## src/rtl/bcrs_pkg.sv

```systemverilog
package bcrs_pkg;
   // pll divider triple
   typedef struct packed {
      logic [2:0]  out_div;
      logic [11:0] fb_mul;
      logic [5:0]  in_div;
   } bcrs_pll_type;

   // boot decisions handed to the tiles
   typedef struct packed {
      logic jtag_wait;
      logic reserved;
      logic t0_link;
      logic t0_spi;
      logic t1_chanend;
      logic t1_spi;
      logic indep_links;
      logic otp_boot;
   } bcrs_boot_type;

   // security register bits
   localparam int SEC_BOOT_BIT   = 5;
   localparam int SEC_JTAG_BIT   = 0;
   localparam int SEC_LINK_BIT   = 1;
   localparam int SEC_DEBUG_BIT  = 2;
   localparam int SEC_MLOCK_BIT  = 3;
   localparam int SEC_SLOCK_LSB  = 6;
   localparam int SEC_SECTORS    = 4;
   localparam int SEC_WIDTH      = 32;

   // strap table
   localparam bcrs_pll_type PLL_CODE00 = '{3'h1, 12'h07a, 6'h00}; // 1/122/0
   localparam bcrs_pll_type PLL_CODE11 = '{3'h2, 12'h077, 6'h00}; // 2/119/0
   localparam bcrs_pll_type PLL_CODE10 = '{3'h2, 12'h031, 6'h00}; // 2/49/0
   localparam bcrs_pll_type PLL_CODE01 = '{3'h2, 12'h017, 6'h00}; // 2/23/0

   // timing
   localparam int    CLK_MHZ        = 200;
   localparam int    RESET_CLOCKS   = 750000;
   localparam int    LINK_DELAY_NS  = 200;
   localparam int    LINK_DELAY_CYC = (LINK_DELAY_NS * CLK_MHZ + 999) / 1000;
   localparam int    STRAP_EDGE     = 3;
   localparam int    SPI_CORE_MHZ   = 400;
   localparam int    SPI_SCLK_KHZ   = 2500;
   localparam int    SPI_HALF_CYC   = (CLK_MHZ * 1000) / (SPI_SCLK_KHZ * 2);
endpackage

```

## src/rtl/bcrs_top.sv

```systemverilog
`timescale 1ns/1ps
`default_nettype none
module bcrs_top #(
   parameter int RESET_COUNT = bcrs_pkg::RESET_CLOCKS
) (
   input  wire logic                  clock_i,
   input  wire logic                  rst_i,
   input  wire logic                  ext_reset_n_i,
   input  wire logic                  supplies_good_i,
   input  wire logic                  watchdog_expired_i,
   input  wire logic                  watchdog_flag_clear_i,
   input  wire logic                  osc_source_select_n_i,
   input  wire logic                  pll_ratio_strap_hi_i,
   input  wire logic                  pll_ratio_strap_lo_i,
   input  wire logic [2:0]            boot_source_straps_i,
   input  wire logic                  otp_sec_valid_i,
   input  wire logic [31:0]           otp_sec_word_i,
   input  wire logic                  otp_copy_done_i,
   input  wire logic                  otp_req_i,
   input  wire logic [1:0]            otp_req_sector_i,
   input  wire logic                  pll_write_i,
   input  wire bcrs_pkg::bcrs_pll_type pll_write_data_i,
   input  wire logic                  link_pin_19_i,
   input  wire logic                  link_pin_20_i,
   output logic                       chip_reset_o,
   output logic                       gpio_pull_en_o,
   output logic                       use_ext_osc_o,
   output bcrs_pkg::bcrs_pll_type     pll_config_o,
   output bcrs_pkg::bcrs_boot_type    boot_sel_o,
   output logic                       boot_start_o,
   output logic                       otp_load_o,
   output logic                       otp_copy_run_o,
   output logic                       otp_grant_o,
   output logic                       jtag_blocked_o,
   output logic                       switch_blocked_o,
   output logic                       debug_pin_disabled_o,
   output logic                       spi_pins_en_o,
   output logic                       spi_sclk_o,
   output logic                       link_b_en_o,
   output logic                       link_pins_pd_en_o,
   output logic                       link_pin_16_o,
   output logic                       link_pin_16_oe_o,
   output logic                       link_pin_17_o,
   output logic                       link_pin_17_oe_o,
   output logic                       link_traffic_o,
   output logic                       watchdog_reset_flag_o
);
   import bcrs_pkg::*;

   typedef enum logic [5:0] {
      ST_RESET = 6'b00_0001,
      ST_COUNT = 6'b00_0010,
      ST_SEC   = 6'b00_0100,
      ST_COPY  = 6'b00_1000,
      ST_BOOT  = 6'b01_0000,
      ST_RUN   = 6'b10_0000
   } bcrs_state_type;

   // strap code to divider triple
   function automatic bcrs_pll_type pll_from_code(input logic [1:0] code);
      case (code)
         2'b00:   pll_from_code = PLL_CODE00;
         2'b11:   pll_from_code = PLL_CODE11;
         2'b10:   pll_from_code = PLL_CODE10;
         default: pll_from_code = PLL_CODE01;
      endcase
   endfunction
   // any reset source; watchdog reboots like the rest
   logic raw_reset;
   assign raw_reset = !ext_reset_n_i || !supplies_good_i || watchdog_expired_i;

   // release synchroniser: assert on the next edge, release after two edges
   logic sync1, sync2;
   always_ff @(posedge clock_i or posedge rst_i) begin
      if (rst_i) begin
         sync1 <= 1'b1;
         sync2 <= 1'b1;
      end else begin
         sync1 <= raw_reset;
         sync2 <= sync1 | raw_reset;
      end
   end

   bcrs_state_type state, next_state;
   logic [19:0]    count, next_count;
   logic [1:0]     strap_cnt, next_strap_cnt;
   logic [1:0]     pll_code, next_pll_code;
   logic           ext_osc, next_ext_osc;
   bcrs_pll_type   pll, next_pll;
   bcrs_boot_type  boot, next_boot;
   logic [31:0]    sec, next_sec;
   logic           wd_flag, next_wd_flag;
   logic [7:0]     link_cnt, next_link_cnt;
   logic [7:0]     spi_cnt, next_spi_cnt;
   logic           sclk, next_sclk;
   logic           link_en, next_link_en;
   logic           grant, next_grant;
   logic           traffic, next_traffic;
   // sequencer next state
   always_comb begin
      next_state     = state;
      next_count     = count;
      next_strap_cnt = strap_cnt;
      next_pll_code  = pll_code;
      next_ext_osc   = ext_osc;
      next_pll       = pll;
      next_boot      = boot;
      next_sec       = sec;
      next_link_cnt  = link_cnt;
      next_link_en   = link_en;
      case (state)
         ST_RESET: begin
            next_count     = '0;
            next_strap_cnt = '0;
            next_link_cnt  = '0;
            next_link_en   = 1'b0;
            next_state     = ST_COUNT;
         end
         ST_COUNT: begin
            // straps are still static until the third edge
            if (strap_cnt < 2'(STRAP_EDGE)) begin
               next_strap_cnt = strap_cnt + 2'd1;
               next_pll_code  = {pll_ratio_strap_hi_i, pll_ratio_strap_lo_i};
               next_ext_osc   = !osc_source_select_n_i;
               next_pll       = pll_from_code({pll_ratio_strap_hi_i, pll_ratio_strap_lo_i});
            end
            if (count >= 20'(RESET_COUNT - 1)) begin
               next_state = ST_SEC;
            end else begin
               next_count = count + 20'd1;
            end
         end
         ST_SEC: begin
            if (otp_sec_valid_i) begin
               next_sec   = otp_sec_word_i;
               next_state = ST_COPY;
            end
         end
         ST_COPY: begin
            if (otp_copy_done_i) begin
               next_state = ST_BOOT;
            end
         end
         ST_BOOT: begin
            next_boot = '0;
            if (sec[SEC_BOOT_BIT]) begin
               next_boot.otp_boot = 1'b1;
            end else begin
               case (boot_source_straps_i)
                  3'b000, 3'b100: next_boot.jtag_wait = 1'b1;
                  3'b001, 3'b101: next_boot.reserved = 1'b1;
                  3'b010: begin
                     next_boot.t0_link    = 1'b1;
                     next_boot.t1_chanend = 1'b1;
                  end
                  3'b011: begin
                     next_boot.t0_spi     = 1'b1;
                     next_boot.t1_chanend = 1'b1;
                  end
                  3'b110: next_boot.indep_links = 1'b1;
                  default: begin
                     next_boot.t0_spi = 1'b1;
                     next_boot.t1_spi = 1'b1;
                  end
               endcase
            end
            next_state = ST_RUN;
         end
         ST_RUN: begin
            // link b comes up a fixed delay after boot starts
            if ((boot.t0_link || boot.indep_links) && !link_en) begin
               if (link_cnt >= 8'(LINK_DELAY_CYC - 1)) begin
                  next_link_en = 1'b1;
               end else begin
                  next_link_cnt = link_cnt + 8'd1;
               end
            end
            if (pll_write_i) begin
               next_pll = pll_write_data_i;
            end
         end
         default: next_state = ST_RESET;
      endcase
      if (sync2) begin
         next_state = ST_RESET;
      end
   end
   // sequencer registers
   always_ff @(posedge clock_i or posedge rst_i) begin
      if (rst_i) begin
         state     <= ST_RESET;
         count     <= '0;
         strap_cnt <= '0;
         pll_code  <= 2'b00;
         ext_osc   <= 1'b0;
         pll       <= PLL_CODE00;
         boot      <= '0;
         sec       <= '0;
         link_cnt  <= '0;
         link_en   <= 1'b0;
      end else begin
         state     <= next_state;
         count     <= next_count;
         strap_cnt <= next_strap_cnt;
         pll_code  <= next_pll_code;
         ext_osc   <= next_ext_osc;
         pll       <= next_pll;
         boot      <= next_boot;
         sec       <= next_sec;
         link_cnt  <= next_link_cnt;
         link_en   <= next_link_en;
      end
   end
   // watchdog flag, sticky; expiry wins over a clear
   always_comb begin
      next_wd_flag = wd_flag;
      if (watchdog_flag_clear_i) begin
         next_wd_flag = 1'b0;
      end
      if (watchdog_expired_i) begin
         next_wd_flag = 1'b1;
      end
   end
   // otp access gate and link traffic watch
   always_comb begin
      next_grant   = otp_req_i && !sec[SEC_MLOCK_BIT]
                     && !sec[SEC_SLOCK_LSB + 32'(otp_req_sector_i)];
      next_traffic = link_en && (link_pin_19_i || link_pin_20_i);
   end
   // spi clock divider: only runs while spi boot is live
   always_comb begin
      next_spi_cnt = spi_cnt;
      next_sclk    = sclk;
      if (state == ST_RUN && (boot.t0_spi || boot.t1_spi)) begin
         if (spi_cnt >= 8'(SPI_HALF_CYC - 1)) begin
            next_spi_cnt = '0;
            next_sclk    = !sclk;
         end else begin
            next_spi_cnt = spi_cnt + 8'd1;
         end
      end else begin
         next_spi_cnt = '0;
         next_sclk    = 1'b0;
      end
   end
   // flag survives chip reset so boot code can read it
   always_ff @(posedge clock_i or posedge rst_i) begin
      if (rst_i) begin
         wd_flag <= 1'b0;
         grant   <= 1'b0;
         traffic <= 1'b0;
         spi_cnt <= '0;
         sclk    <= 1'b0;
      end else begin
         wd_flag <= next_wd_flag;
         grant   <= next_grant;
         traffic <= next_traffic;
         spi_cnt <= next_spi_cnt;
         sclk    <= next_sclk;
      end
   end
   // output flops
   always_ff @(posedge clock_i or posedge rst_i) begin
      if (rst_i) begin
         chip_reset_o          <= 1'b1;
         gpio_pull_en_o        <= 1'b0;
         use_ext_osc_o         <= 1'b0;
         pll_config_o          <= PLL_CODE00;
         boot_sel_o            <= '0;
         boot_start_o          <= 1'b0;
         otp_load_o            <= 1'b0;
         otp_copy_run_o        <= 1'b0;
         otp_grant_o           <= 1'b0;
         jtag_blocked_o        <= 1'b0;
         switch_blocked_o      <= 1'b0;
         debug_pin_disabled_o  <= 1'b0;
         spi_pins_en_o         <= 1'b0;
         spi_sclk_o            <= 1'b0;
         link_b_en_o           <= 1'b0;
         link_pins_pd_en_o     <= 1'b1;
         link_pin_16_o         <= 1'b0;
         link_pin_16_oe_o      <= 1'b0;
         link_pin_17_o         <= 1'b0;
         link_pin_17_oe_o      <= 1'b0;
         link_traffic_o        <= 1'b0;
         watchdog_reset_flag_o <= 1'b0;
      end else begin
         chip_reset_o          <= (state == ST_RESET) || (state == ST_COUNT);
         gpio_pull_en_o        <= (state == ST_SEC) || (state == ST_COPY) || (state == ST_BOOT)
                                  || (state == ST_RUN);
         use_ext_osc_o         <= ext_osc;
         pll_config_o          <= pll;
         boot_sel_o            <= boot;
         boot_start_o          <= (state == ST_BOOT);
         otp_load_o            <= (state == ST_SEC);
         otp_copy_run_o        <= (state == ST_COPY);
         otp_grant_o           <= grant;
         jtag_blocked_o        <= sec[SEC_JTAG_BIT];
         switch_blocked_o      <= sec[SEC_LINK_BIT];
         debug_pin_disabled_o  <= sec[SEC_DEBUG_BIT];
         spi_pins_en_o         <= (state == ST_RUN) && (boot.t0_spi || boot.t1_spi);
         spi_sclk_o            <= sclk && (state == ST_RUN) && (boot.t0_spi || boot.t1_spi);
         link_b_en_o           <= link_en;
         link_pins_pd_en_o     <= !link_en;
         link_pin_16_o         <= 1'b0;
         link_pin_16_oe_o      <= link_en;
         link_pin_17_o         <= 1'b0;
         link_pin_17_oe_o      <= link_en;
         link_traffic_o        <= traffic;
         watchdog_reset_flag_o <= wd_flag;
      end
   end
endmodule
`default_nettype wire

```

## config.mk

```make
export PLATFORM = sky130hd
export DESIGN_NAME = bcrs_top
export DESIGN_NICKNAME = d
export VERILOG_FILES = /design/src/rtl/bcrs_pkg.sv /design/src/rtl/bcrs_top.sv
export SDC_FILE = /design/constraint.sdc
export NUM_CORES = 1
export LEC_CHECK = 0
export BUFFER_PORTS_ARGS = -buffer_cell sky130_fd_sc_hd__buf_2
export CORE_ASPECT_RATIO = 1.4
export CORE_MARGIN = 2
export CORE_UTILIZATION = 50
export CTS_CLUSTER_SIZE = 20
export DETAILED_ROUTE_END_ITERATION = 10
export PLACE_DENSITY = 0.83
export SYNTH_ARGS = -nofsm -noshare
export SYNTH_HDL_FRONTEND = slang
export SYNTH_SLANG_ARGS = --single-unit
```

## constraint.sdc

```tcl
create_clock -name clock_i -period 5.1 [get_ports clock_i]
set_clock_uncertainty 0.05 [all_clocks]
set_input_delay 0.51 -clock clock_i [delete_from_list [all_inputs] [get_ports clock_i]]
set_output_delay 0.51 -clock clock_i [all_outputs]
set_load 0.03 [all_outputs]
```

==> summary.md, run 1 <==
| Metric | Value |
|---|---|
| Routed Antenna Nets | 0 |
| Fin. max-slew vios | 0 |
| Crit path arrival time | 3040 ps |
| Synth Area in Simple Gates | 15.8% |
| FP Rows | 45 |
| Worst setup EP type | flip-flop |
| H-Tree Depth | 4 |
| Leak Pwr | 3.13 nW |
| First-pass GRT wire length | 18.6 mm |
| NumNets Final | 650 |
| Worst-case clock buffer depth | 2 |
| Synth Warn # | 0 |
| Maxcap violations | 0 |
| Post-synthesis xor/xnor area fraction | 1.61% |
| Syn avg cell area | 11.5 sq um |
| Largest net degree at the start of global routing | 85 |
| CP max FO | 42 |
| Status | finished clean |
| Number of flops mapped to enable cells by yosys | 0 |
| Global route overflow | 0 |
| TritonCTS clock tree | yes |
| Detailed Route Iter0 Violations | 238 |
| # diodes | 0 |
| Starting Density | 50.8% |
| Post-synthesis mux area share | 3.59% |
| Crit Path Class | reg2reg |
| Area grow syn2layout | 21.2% |
| Final setup violation count | 0 |
| Library cells used by synthesis | 57 |
| CTS-repair resized insts | 0 |
| Vias after detailed routing | 3859 |
| Syn Std Cell Area | 0.00544 sq mm |
| Worst slew pin tran | 1060 ps |
| Final Critical Period | 2760 ps |
| Post-Synthesis Cells | 471 |
| GR Util All Layers | 20.3% |
| Seq/Total Area, Yosys | 62.5% |
| Power per cell area | 355 mW/mm^2 |
| I/O Buffers | 96 |
| Placed inst area | 0.00601 sq mm |
| FMAX | 362 MHz |
| Clock root buffer | clkbuf_16 |
| Post-CTS setup buffer count | 0 |
| Initial antenna violation count | 0 |
| Largest family of logic cells by synthesized area | simple AND/OR/NAND/NOR gates |
| CP startpoint kind | flip-flop |
| Final period util | 54.1% |
| Adder-Cell Fraction of Synth Area | 2.07% |
| Clock transition at the registers of the reported paths | 60 ps |
| Top FF cell, synth | dfrtp_1 |
| # clock sinks | 135 |
| Complex-gate fraction of the synthesized area | 11.0% |
| Die W | 92.1 microns |
| Vias in the first global route | 3865 |
| Die Height | 127 microns |
| Final Util | 61.6% |
| Max transition margin | 29.6% |
| Gpl congestion | 0.809 |
| Maximum vdd drop | 0.251 mV |
| TNS Setup | 0 ps |
| WL per Instance | 15.2 microns |
| Total wire length | 11.0 mm |
| Cell area after layout | 0.00659 sq mm |
| Vias per cell | 5.34 |
| Min-delay worst type | in2reg |
| Worst-skew pair later-pin latency | 410 ps |
| Hpwl dp | 7.37 mm |
| Hold_buf cts | 0 |
| WP data required | 5380 ps |
| I/O pins | 122 |
| Core ar. | 0.0107 sq mm |
| Final count of hold timing violations | 0 |
| FF+latch count, synth | 135 |
| Drc violations | 0 |
| Layout fillers | 809 |
| Cts bufs inserted | 17 |
| Fraction of layout cells with a size suffix above 1 | 29.6% |
| Synth async-reset ratio | 100% |
| Drt pass-1 iters | 4 |
| RSZ-0062 raised after global routing | no |
| Area of the die | 0.0117 sq mm |
per-layer routing:
metal  up-vias  wire (microns)  GRT usage [%]
met3        16             549           4.78
met1      1897            4360           24.1
li1       1830               -              -
met5         -               0              0
met4         0             179           8.17
met2       116            5900           35.6
stage by stage:
stage | instances | hold WS (ps) | setup slack (ps) | total power, mW
after floorplan | 474 | 281 | 957 | 1.14
after global placement | 690 | 285 | 2520 | 1.17
after detailed placement | 690 | 291 | 2420 | 1.17
after CTS | 722 | 218 | 2360 | 2.36
after global routing | 722 | 229 | 2120 | 2.42
final | 722 | 221 | 2340 | 2.34
cell usage after synthesis (all sizes together), types with 4 or more instances:
| cell | n | share of area, % |
|---|---|---|
| dfrtp | 118 | 54 |
| nand2 | 71 | 4.9 |
| o21ai | 30 | 2.8 |
| nor2 | 29 | 2.0 |
| a21oi | 22 | 2.0 |
| dfstp | 17 | 8.2 |
| inv | 17 | 1.2 |
| clkbuf | 14 | 0.99 |
| mux2 | 12 | 2.5 |
| nand3 | 10 | 0.92 |
| or4 | 10 | 1.4 |
| and3 | 9 | 1.0 |
| buf | 9 | 1.2 |
| ha | 9 | 2.1 |
| nand4 | 8 | 0.92 |
| o31ai | 8 | 1.1 |
| mux2i | 6 | 1.1 |
| nor3 | 6 | 0.64 |
| o211ai | 6 | 1.1 |
| and2 | 5 | 0.58 |
| xnor2 | 5 | 0.81 |
| xor2 | 5 | 0.81 |
| a211oi | 4 | 0.64 |
area by class of cell:
cell class              count  area [sq um]  share of cell area [%]
inverters                  17          66.3                    1.01
multi-input cells         299          1870                    28.3
clock inverters            11           124                    1.88
repair buffers             98           495                    7.52
clock buffers              21           460                    6.99
flip-flops and latches    135          3400                    51.6
well taps                 141           176                    2.68
report_power, final:
group	internal (mW)	leakage, nW	switching (mW)	total [mW]
sequential	1.08	1.73	0.00306	1.08
combinational	0.0232	1.12	0.0452	0.0684
clock	0.745	0.279	0.446	1.19
registers in the layout, summed over array words and instances (netlist names), 2 cells and up:
signal / count
count: 20
boot: 8
pll_config_o: 21
pll: 21
state: 6
spi_cnt: 8
link_cnt: 8
strap_cnt: 2
sec: 9
boot_sel_o: 8
path summary, 6_finish.rpt:
path                                        from                         to  slack (ps)  depth (start not counted)
max reg2reg                 state[3]$_DFFE_PP0P_         pll[7]$_DFFE_PP1P_        2340                          6
min in group asynchronous                  rst_i  pll_config_o[5]$_DFF_PP0_         280                          2
min reg2reg                      grant$_DFF_PP0_      otp_grant_o$_DFF_PP0_         300                          0
min                        osc_source_select_n_i        ext_osc$_DFFE_PP0P_         220                          2
max                         state[3]$_DFFE_PP0P_         pll[7]$_DFFE_PP1P_        2340                          6
max in group asynchronous                  rst_i   strap_cnt[0]$_DFFE_PP0P_        3520                          3
logic make-up (layout without fill, tap and decap cells):
kind of cell / count (synthesis) / after routing
flip-flops: 135 / 135
adder cells (fa/ha/maj): 9 / 9
multiplexers: 18 / 18
XOR/XNOR: 10 / 10
buffers and inverters: 40 / 147
AO/OA/AOI/OAI: 89 / 89
other: 1 / 4
AND/OR/NAND/NOR: 169 / 169
cell usage in the layout (no fill, tap or decap), types with 4 or more instances in the layout:
cell       count
nand3_1       10
nand2_1       71
xor2_1         5
or4_1         10
mux2i_1        6
o211ai_1       5
ha_1           9
dfrtp_1      118
o31ai_1        8
and2_1         4
clkbuf_16     17
o21ai_0       30
nor3_1         5
inv_1         16
and3_1         9
nor2_1        29
xnor2_1        5
a21oi_1       21
mux2_2        12
nand4_1        8
buf_2         96
conb_1         4
dfstp_2       17
critical path, stage by stage (launching register included):
cell and delay [ps]:
dfrtp_1 470, nor4b_2 430, and2_1 890, a21oi_2 140
buf_4 290, a211oi_1 320, a21oi_1 80
No activity file was read; power rests on OpenSTA's default activity.
==> inputs of run 2 (changes only) <==
- ABC_AREA: default -> 1
- PLACE_DENSITY: 0.83 -> 0.82
- clock period: 5.1 -> 2.62 ns (I/O delays scaled with it)
==> summary.md, run 2 <==
| Metric | Value |
|---|---|
| Status | finished clean (unchanged) |
| Placed inst area | 0.00641 sq mm (was 0.00601 sq mm) |
| Global route overflow | 0 (unchanged) |
| Worst-case clock buffer depth | 2 (unchanged) |
| Clock transition at the registers of the reported paths | 60 ps (about the same) |
| First-pass GRT wire length | 20.8 mm (was 18.6 mm) |
| Drc violations | 0 (unchanged) |
| Die W | 95.2 microns (was 92.1 microns) |
| TNS Setup | 0 ps (unchanged) |
| Area grow syn2layout | 21.8% (was 21.2%) |
| Synth async-reset ratio | 100% (unchanged) |
| Starting Density | 51.3% (was 50.8%) |
| Leak Pwr | 3.50 nW (was 3.13 nW) |
| WL per Instance | 14.0 microns (was 15.2 microns) |
| Worst setup startpoint | state[1]$_DFFE_PP0P_ (was state[3]$_DFFE_PP0P_) |
| # diodes | 0 (unchanged) |
| Worst-skew pair later-pin latency | 410 ps (about the same) |
| Syn Std Cell Area | 0.00582 sq mm (was 0.00544 sq mm) |
| Die Height | 132 microns (was 127 microns) |
| Final setup violation count | 0 (unchanged) |
| Post-Synthesis Cells | 618 (was 471) |
| Gpl congestion | 0.883 (was 0.809) |
| Synth Warn # | 0 (unchanged) |
| Reg2Reg Depth | 9 (was 6) |
| Final count of hold timing violations | 0 (unchanged) |
| CP Capture Point | pll[8]$_DFFE_PP0P_ (was pll[7]$_DFFE_PP1P_) |
| Syn avg cell area | 9.41 sq um (was 11.5 sq um) |
| Adder-Cell Fraction of Synth Area | 1.94% (was 2.07%) |
| FF+latch count, synth | 135 (unchanged) |
| Met2 usage | 37.1% (was 35.6%) |
| FMAX | 487 MHz (was 362 MHz) |
| CTS-repair resized insts | 0 (unchanged) |
| Reg2reg end | pll[8]$_DFFE_PP0P_ (was pll[7]$_DFFE_PP1P_) |
| Vias in the first global route | 4547 (was 3865) |
| Library cells used by synthesis | 47 (was 57) |
| Initial antenna violation count | 0 (unchanged) |
| Worst setup EP type | flip-flop (unchanged) |
| Maximum vdd drop | 0.365 mV (was 0.251 mV) |
| Vias after detailed routing | 4443 (was 3859) |
| Grt met1 use | 23.6% (was 24.1%) |
| Largest net degree at the start of global routing | 82 (was 85) |
| GR Util All Layers | 21.1% (was 20.3%) |
| Crit Path Class | reg2reg (unchanged) |
| Final Critical Period | 2050 ps (was 2760 ps) |
| Area of the die | 0.0125 sq mm (was 0.0117 sq mm) |
| Share of the synthesized area in the top cell type | 50.8% (was 54.3%) |
| Cts bufs inserted | 17 (unchanged) |
| Multi-input logic area | 0.00205 sq mm (was 0.00187 sq mm) |
| H-Tree Depth | 4 (unchanged) |
| Seq/Total Area, Yosys | 58.5% (was 62.5%) |
| GR peak layer | met2 (unchanged) |
| Power per cell area | 676 mW/mm^2 (was 355 mW/mm^2) |
| Clock root buffer | clkbuf_16 (unchanged) |
| Final period util | 78.4% (was 54.1%) |
| Routed Antenna Nets | 0 (unchanged) |
| Total wire length | 12.3 mm (was 11.0 mm) |
| CP startpoint kind | flip-flop (unchanged) |
| Synth Area in Simple Gates | 23.5% (was 15.8%) |
| Core ar. | 0.0113 sq mm (was 0.0107 sq mm) |
| Area leader, netlist | dfrtp_1 (unchanged) |
| Final Util | 62.5% (was 61.6%) |
| TritonCTS clock tree | yes (unchanged) |
| Most frequent cells in the layout | 141 x nand2_1, 118 x dfrtp_1, 96 x buf_2 (was 118 x dfrtp_1, 96 x buf_2, 71 x nand2_1) |
| # clock sinks | 135 (unchanged) |
| Hpwl dp | 8.52 mm (was 7.37 mm) |
| GR Layer Usage met3 | 5.05% (was 4.78%) |
| Complex-gate fraction of the synthesized area | 6.37% (was 11.0%) |
| Max transition margin | 62.3% (was 29.6%) |
| Layout fillers | 875 (was 809) |
| I/O Buffers | 96 (unchanged) |
| I/O pins | 122 (unchanged) |
| Commonest non-fill, non-tap cell in the layout | nand2_1 (was dfrtp_1) |
| Largest family of logic cells by synthesized area | simple AND/OR/NAND/NOR gates (unchanged) |
| Top Registers | pll (21), pll_config_o (21), count (20) (unchanged) |
| FP Rows | 46 (was 45) |
| Number of flops mapped to enable cells by yosys | 0 (unchanged) |
| Worst slew pin tran | 564 ps (was 1060 ps) |
| Count leader, synth | nand2_1 (was dfrtp_1) |
| Maxcap violations | 0 (unchanged) |
| WP data required | 2910 ps (was 5380 ps) |
| Post-synthesis xor/xnor area fraction | 2.26% (was 1.61%) |
| Worst R2R Start | state[1]$_DFFE_PP0P_ (was state[3]$_DFFE_PP0P_) |
| Vias per cell | 5.04 (was 5.34) |
| Detailed Route Iter0 Violations | 288 (was 238) |
| Drt pass-1 iters | 4 (unchanged) |
| Min-delay worst type | in2reg (unchanged) |
| FF/Latch Area | 0.00340 sq mm (unchanged) |
| Fin. max-slew vios | 0 (unchanged) |
| Commonest cells in the netlist | 141 x nand2_1, 118 x dfrtp_1, 78 x nor2_1 (was 118 x dfrtp_1, 71 x nand2_1, 30 x o21ai_0) |
| RSZ-0062 raised after global routing | no (unchanged) |
| R2R Setup Slk | 570 ps (was 2340 ps) |
| CP max FO | 29 (was 42) |
| Top FF cell, synth | dfrtp_1 (unchanged) |
| Cell area after layout | 0.00708 sq mm (was 0.00659 sq mm) |
| Post-synthesis mux area share | 0.968% (was 3.59%) |
| Fraction of layout cells with a size suffix above 1 | 25.5% (was 29.6%) |
| Main area contributors after synthesis | dfrtp_1 51%, nand2_1 9.1%, dfstp_2 7.7%, nand3_1 5.2%, nor2_1 5.0% (was dfrtp_1 54%, dfstp_2 8.2%, nand2_1 4.9%, o21ai_0 2.8%, mux2_2 2.5%) |
| Crit path arrival time | 2340 ps (was 3040 ps) |
| NumNets Final | 807 (was 650) |
run 2: routing by layer:
layer	part of all wire, %	vias up
met5	0	-
met3	3.6	23
met1	39	2129
li1	-	2186
met4	2.3	0
met2	55	105
run 2: cell families after synthesis:
| logic type | Yosys count |
|---|---|
| multiplexers | 5 |
| AO/OA/AOI/OAI | 61 |
| flip-flops | 135 |
| adder cells (fa/ha/maj) | 9 |
| XOR/XNOR | 15 |
| other | 1 |
| AND/OR/NAND/NOR | 312 |
| buffers and inverters | 80 |
run 2: area by class of cell:
| cell class | count | area share (%) |
|---|---|---|
| well taps | 144 | 2.54 |
| repair buffers | 106 | 8.37 |
| clock buffers | 17 | 6.00 |
| inverters | 59 | 3.29 |
| flip-flops and latches | 135 | 48.0 |
| multi-input cells | 406 | 29.0 |
| clock inverters | 15 | 2.81 |
run 2: how the worst min path moves through the flow:
stage                                  from                        to  slack [ps]  cells past startpoint
finish              boot_source_straps_i[1]       boot[6]$_DFFE_PP0P_          20                      2
global route              otp_sec_word_i[5]        sec[5]$_DFFE_PP0P_           9                      3
CTS                       otp_sec_word_i[3]        sec[3]$_DFFE_PP0P_           3                      3
detailed placement                    rst_i  link_traffic_o$_DFF_PP0_         140                      2
global placement                      rst_i  link_traffic_o$_DFF_PP0_         140                      2
floorplan                 traffic$_DFF_PP0_  link_traffic_o$_DFF_PP0_         280                      0
run 2: repair_timing:
| item | CTS | global route |
|---|---|---|
| setup buffers | 0 | 0 |
| endpoints found under the hold margin | 53 | 0 |
| endpoints found under the setup margin | 0 | 0 |
| hold buffers | 5 | 0 |
run 2: stage by stage:
| stage | hold slack [ps] | power [mW] | std cells | worst slack [ps] |
|---|---|---|---|---|
| global placement | 139 | 2.34 | 845 | 698 |
| CTS | 3.15 | 4.84 | 882 | 568 |
| floorplan | 281 | 2.27 | 621 | 643 |
| detailed placement | 141 | 2.35 | 845 | 602 |
| global route | 9.08 | 4.96 | 882 | 407 |
| finish | 16.8 | 4.79 | 882 | 566 |
run 2: critical path: stages, from the launching register on:
cell	delay [ps]
dfrtp_1	390
nor2_1	200
nand2_1	90
inv_2	80
nand2_4	130
inv_4	110
nand2_4	120
nand2_2	440
o221ai_1	260
nand2_1	110
run 2: where the power goes:
| part | internal, mW | total (mW) | switching [mW] |
|---|---|---|---|
| Combinational | 0.0626 | 0.180 | 0.118 |
| Clock | 1.60 | 2.47 | 0.878 |
| Sequential | 2.13 | 2.14 | 0.0122 |
==> inputs of run 3 (changes only) <==
- clock period: 2.62 -> 2.16 ns (I/O delays scaled with it)
==> summary.md, run 3 (synthesis gave the netlist of run 2 again) <==
| Metric | Value |
|---|---|
| Status | finished clean (unchanged) |
| NumNets Final | 839 (was 807) |
| RSZ-0062 raised after global routing | no (unchanged) |
| Comb power frac | 4.4% (was 3.8%) |
| Maxcap violations | 0 (unchanged) |
| Commonest non-fill, non-tap cell in the layout | nand2_1 (unchanged) |
| I/O pins | 122 (unchanged) |
| Worst slew pin tran | 580 ps (was 564 ps) |
| Gpl congestion | 0.937 (was 0.883) |
| GR Util All Layers | 24.1% (was 21.1%) |
| Total wire length | 14.2 mm (was 12.3 mm) |
| FMAX | 524 MHz (was 487 MHz) |
| P_sw | 1.31 mW (was 1.01 mW) |
| Area of the die | 0.0125 sq mm (unchanged) |
| Leak Pwr | 3.63 nW (was 3.50 nW) |
| Layout fillers | 830 (was 875) |
| Family with the most delay on the worst path | simple AND/OR/NAND/NOR gates (unchanged) |
| CP max stage delay | 420 ps (was 440 ps) |
| Hold EP | pll[4]$_DFFE_PP0P_ (was boot[6]$_DFFE_PP0P_) |
| # clock sinks | 135 (unchanged) |
| Worst-case clock buffer depth | 2 (unchanged) |
| I/O Buffers | 96 (unchanged) |
| Maximum vdd drop | 0.444 mV (was 0.365 mV) |
| R2R Setup Slk | 250 ps (was 570 ps) |
| Largest net degree at the start of global routing | 51 (was 82) |
| Final period util | 88.4% (was 78.4%) |
| Most frequent cells in the layout | 141 x nand2_1, 118 x dfrtp_1, 96 x buf_2 (unchanged) |
| Vias in the first global route | 5048 (was 4547) |
| WP data required | 2470 ps (was 2910 ps) |
| Drc violations | 0 (unchanged) |
| Cell area after layout | 0.00740 sq mm (was 0.00708 sq mm) |
| Finished Layout Cells | 914 (was 882) |
| Top Registers | pll (21), pll_config_o (21), count (20) (unchanged) |
| Min-delay worst type | in2reg (unchanged) |
| Buf/Inv on CP | 1 (was 2) |
| Placed inst area | 0.00643 sq mm (was 0.00641 sq mm) |
| Final count of hold timing violations | 0 (unchanged) |
| Critical-path cell list | ha_1 > nand3_1 > nor2_1 > nand3_1 > nand3_2 > nand2_4 > inv_6 > nand2_1 > nand2_1 (was nor2_1 > nand2_1 > inv_2 > nand2_4 > inv_4 > nand2_4 > nand2_2 > o221ai_1 > nand2_1) |
| Vias after detailed routing | 4852 (was 4443) |
| Die Height | 132 microns (unchanged) |
| Post-Place Cells | 849 (was 845) |
| Switching Fraction | 22.0% (was 21.0%) |
| Worst R2R Start | count[1]$_DFFE_PP0P_ (was state[1]$_DFFE_PP0P_) |
| Reg2Reg Depth | 9 (unchanged) |
| Fin. max-slew vios | 0 (unchanged) |
| Slowest-stage cell, CP | dfrtp_1 (was nand2_2) |
| Sequential power share | 43.5% (was 44.6%) |
| Hold depth | 3 (was 2) |
| Vias per cell | 5.31 (was 5.04) |
| Global route overflow | 0 (unchanged) |
| Hold slack | 3.60 ps (was 16.8 ps) |
| Hpwl dp | 9.08 mm (was 8.52 mm) |
| Post-CTS setup buffer count | 0 (unchanged) |
| Clock Power Share | 52.1% (was 51.6%) |
| Drt pass-1 iters | 5 (was 4) |
| FP Rows | 46 (unchanged) |
| Final setup violation count | 0 (unchanged) |
| Max transition margin | 61.3% (was 62.3%) |
| Initial antenna violation count | 0 (unchanged) |
| Cell Int Power | 4.65 mW (was 3.78 mW) |
| Detailed Route Iter0 Violations | 340 (was 288) |
| H-Tree Depth | 4 (unchanged) |
| TNS Setup | 0 ps (unchanged) |
| Power per cell area | 806 mW/mm^2 (was 676 mW/mm^2) |
| Clock transition at the registers of the reported paths | 60 ps (about the same) |
| Final Util | 65.2% (was 62.5%) |
| Crit Path Class | reg2reg (unchanged) |
| TritonCTS clock tree | yes (unchanged) |
| Crit path arrival time | 2220 ps (was 2340 ps) |
| # diodes | 0 (unchanged) |
| CP max FO | 22 (was 29) |
| Reg2reg end | count[1]$_DFFE_PP0P_ (was pll[8]$_DFFE_PP0P_) |
| Core ar. | 0.0113 sq mm (unchanged) |
| Worst-skew pair later-pin latency | 430 ps (was 410 ps) |
| First-pass GRT wire length | 23.4 mm (was 20.8 mm) |
| Final Critical Period | 1910 ps (was 2050 ps) |
| Min-delay src | pll_write_data_i[4] (was boot_source_straps_i[1]) |
| Cts bufs inserted | 17 (unchanged) |
| CP startpoint kind | flip-flop (unchanged) |
| Fraction of layout cells with a size suffix above 1 | 24.9% (was 25.5%) |
| Die W | 95.2 microns (unchanged) |
| Clock root buffer | clkbuf_16 (unchanged) |
| Routed Antenna Nets | 0 (unchanged) |
| WL per Instance | 15.5 microns (was 14.0 microns) |
| Worst setup EP type | flip-flop (unchanged) |
| Starting Density | 51.3% (unchanged) |
| Area grow syn2layout | 27.2% (was 21.8%) |
-- run 3: cell types whose count changed in the layout (fill, tap and decap cells not counted), sizes merged --
cell / delta
dlygate4sd3: +28
buf: +4
clkinvlp: +2
clkinv: -3
clkbuf: +1
-- run 3: metrics by stage --
stage / total power [mW] / setup WS (ps)
after CTS: 5.96 / 110
final: 5.97 / 252
after detailed placement: 2.85 / 164
after floorplan: 2.76 / 229
after global routing: 6.12 / 78.5
after global placement: 2.84 / 267
-- run 3: worst min-delay path: cells and delay by family --
kind,cells,cell delay (ps)
and+or+nand+nor,2,150
buffers and inverters,1,80
-- run 3: power groups by stage --
| stage | logic [mW] | clock network, mW | registers [mW] |
|---|---|---|---|
| floorplan | 0.0920 | 0 | 2.67 |
| global placement | 0.207 | 0 | 2.63 |
| detailed placement | 0.215 | 0 | 2.64 |
| CTS | 0.264 | 3.10 | 2.59 |
| global route | 0.292 | 3.23 | 2.60 |
| finish | 0.263 | 3.11 | 2.59 |
-- run 3: worst max path at each step --
stage,slack (ps),to,from,cells past startpoint
after global placement,270,pll[7]$_DFFE_PP1P_,state[1]$_DFFE_PP0P_,9
final,250,count[1]$_DFFE_PP0P_,count[1]$_DFFE_PP0P_,9
after detailed placement,160,pll[8]$_DFFE_PP0P_,state[1]$_DFFE_PP0P_,9
after floorplan,230,boot[0]$_DFFE_PP0P_,rst_i,1
after CTS,110,pll[12]$_DFFE_PP1P_,state[1]$_DFFE_PP0P_,9
after global routing,80,count[18]$_DFFE_PP0P_,count[0]$_DFFE_PP0P_,9
-- run 3: final cells by class --
type                    instances  area [sq um]  area share, %
multi-input cells             406          2060           27.8
clock inverters                14           195           2.64
well taps                     144           180           2.44
repair buffers                138           891           12.0
inverters                      59           233           3.15
clock buffers                  18           439           5.94
flip-flops and latches        135          3400           46.0
-- run 3: routing by layer --
layer	wire length, microns	global-route usage (%)	up-vias
li1	-	-	2238
met1	5020	25.0	2357
met2	7730	43.3	188
met3	764	6.36	69
met4	694	12.4	0
met5	0	0	-
-- run 3: repair_timing --
item / 4_1_cts / 5_1_grt
endpoints found under the hold margin: 38 / 0
hold buffers: 33 / 0
setup endpoints to repair: 0 / 10
resized for setup: 0 / 1
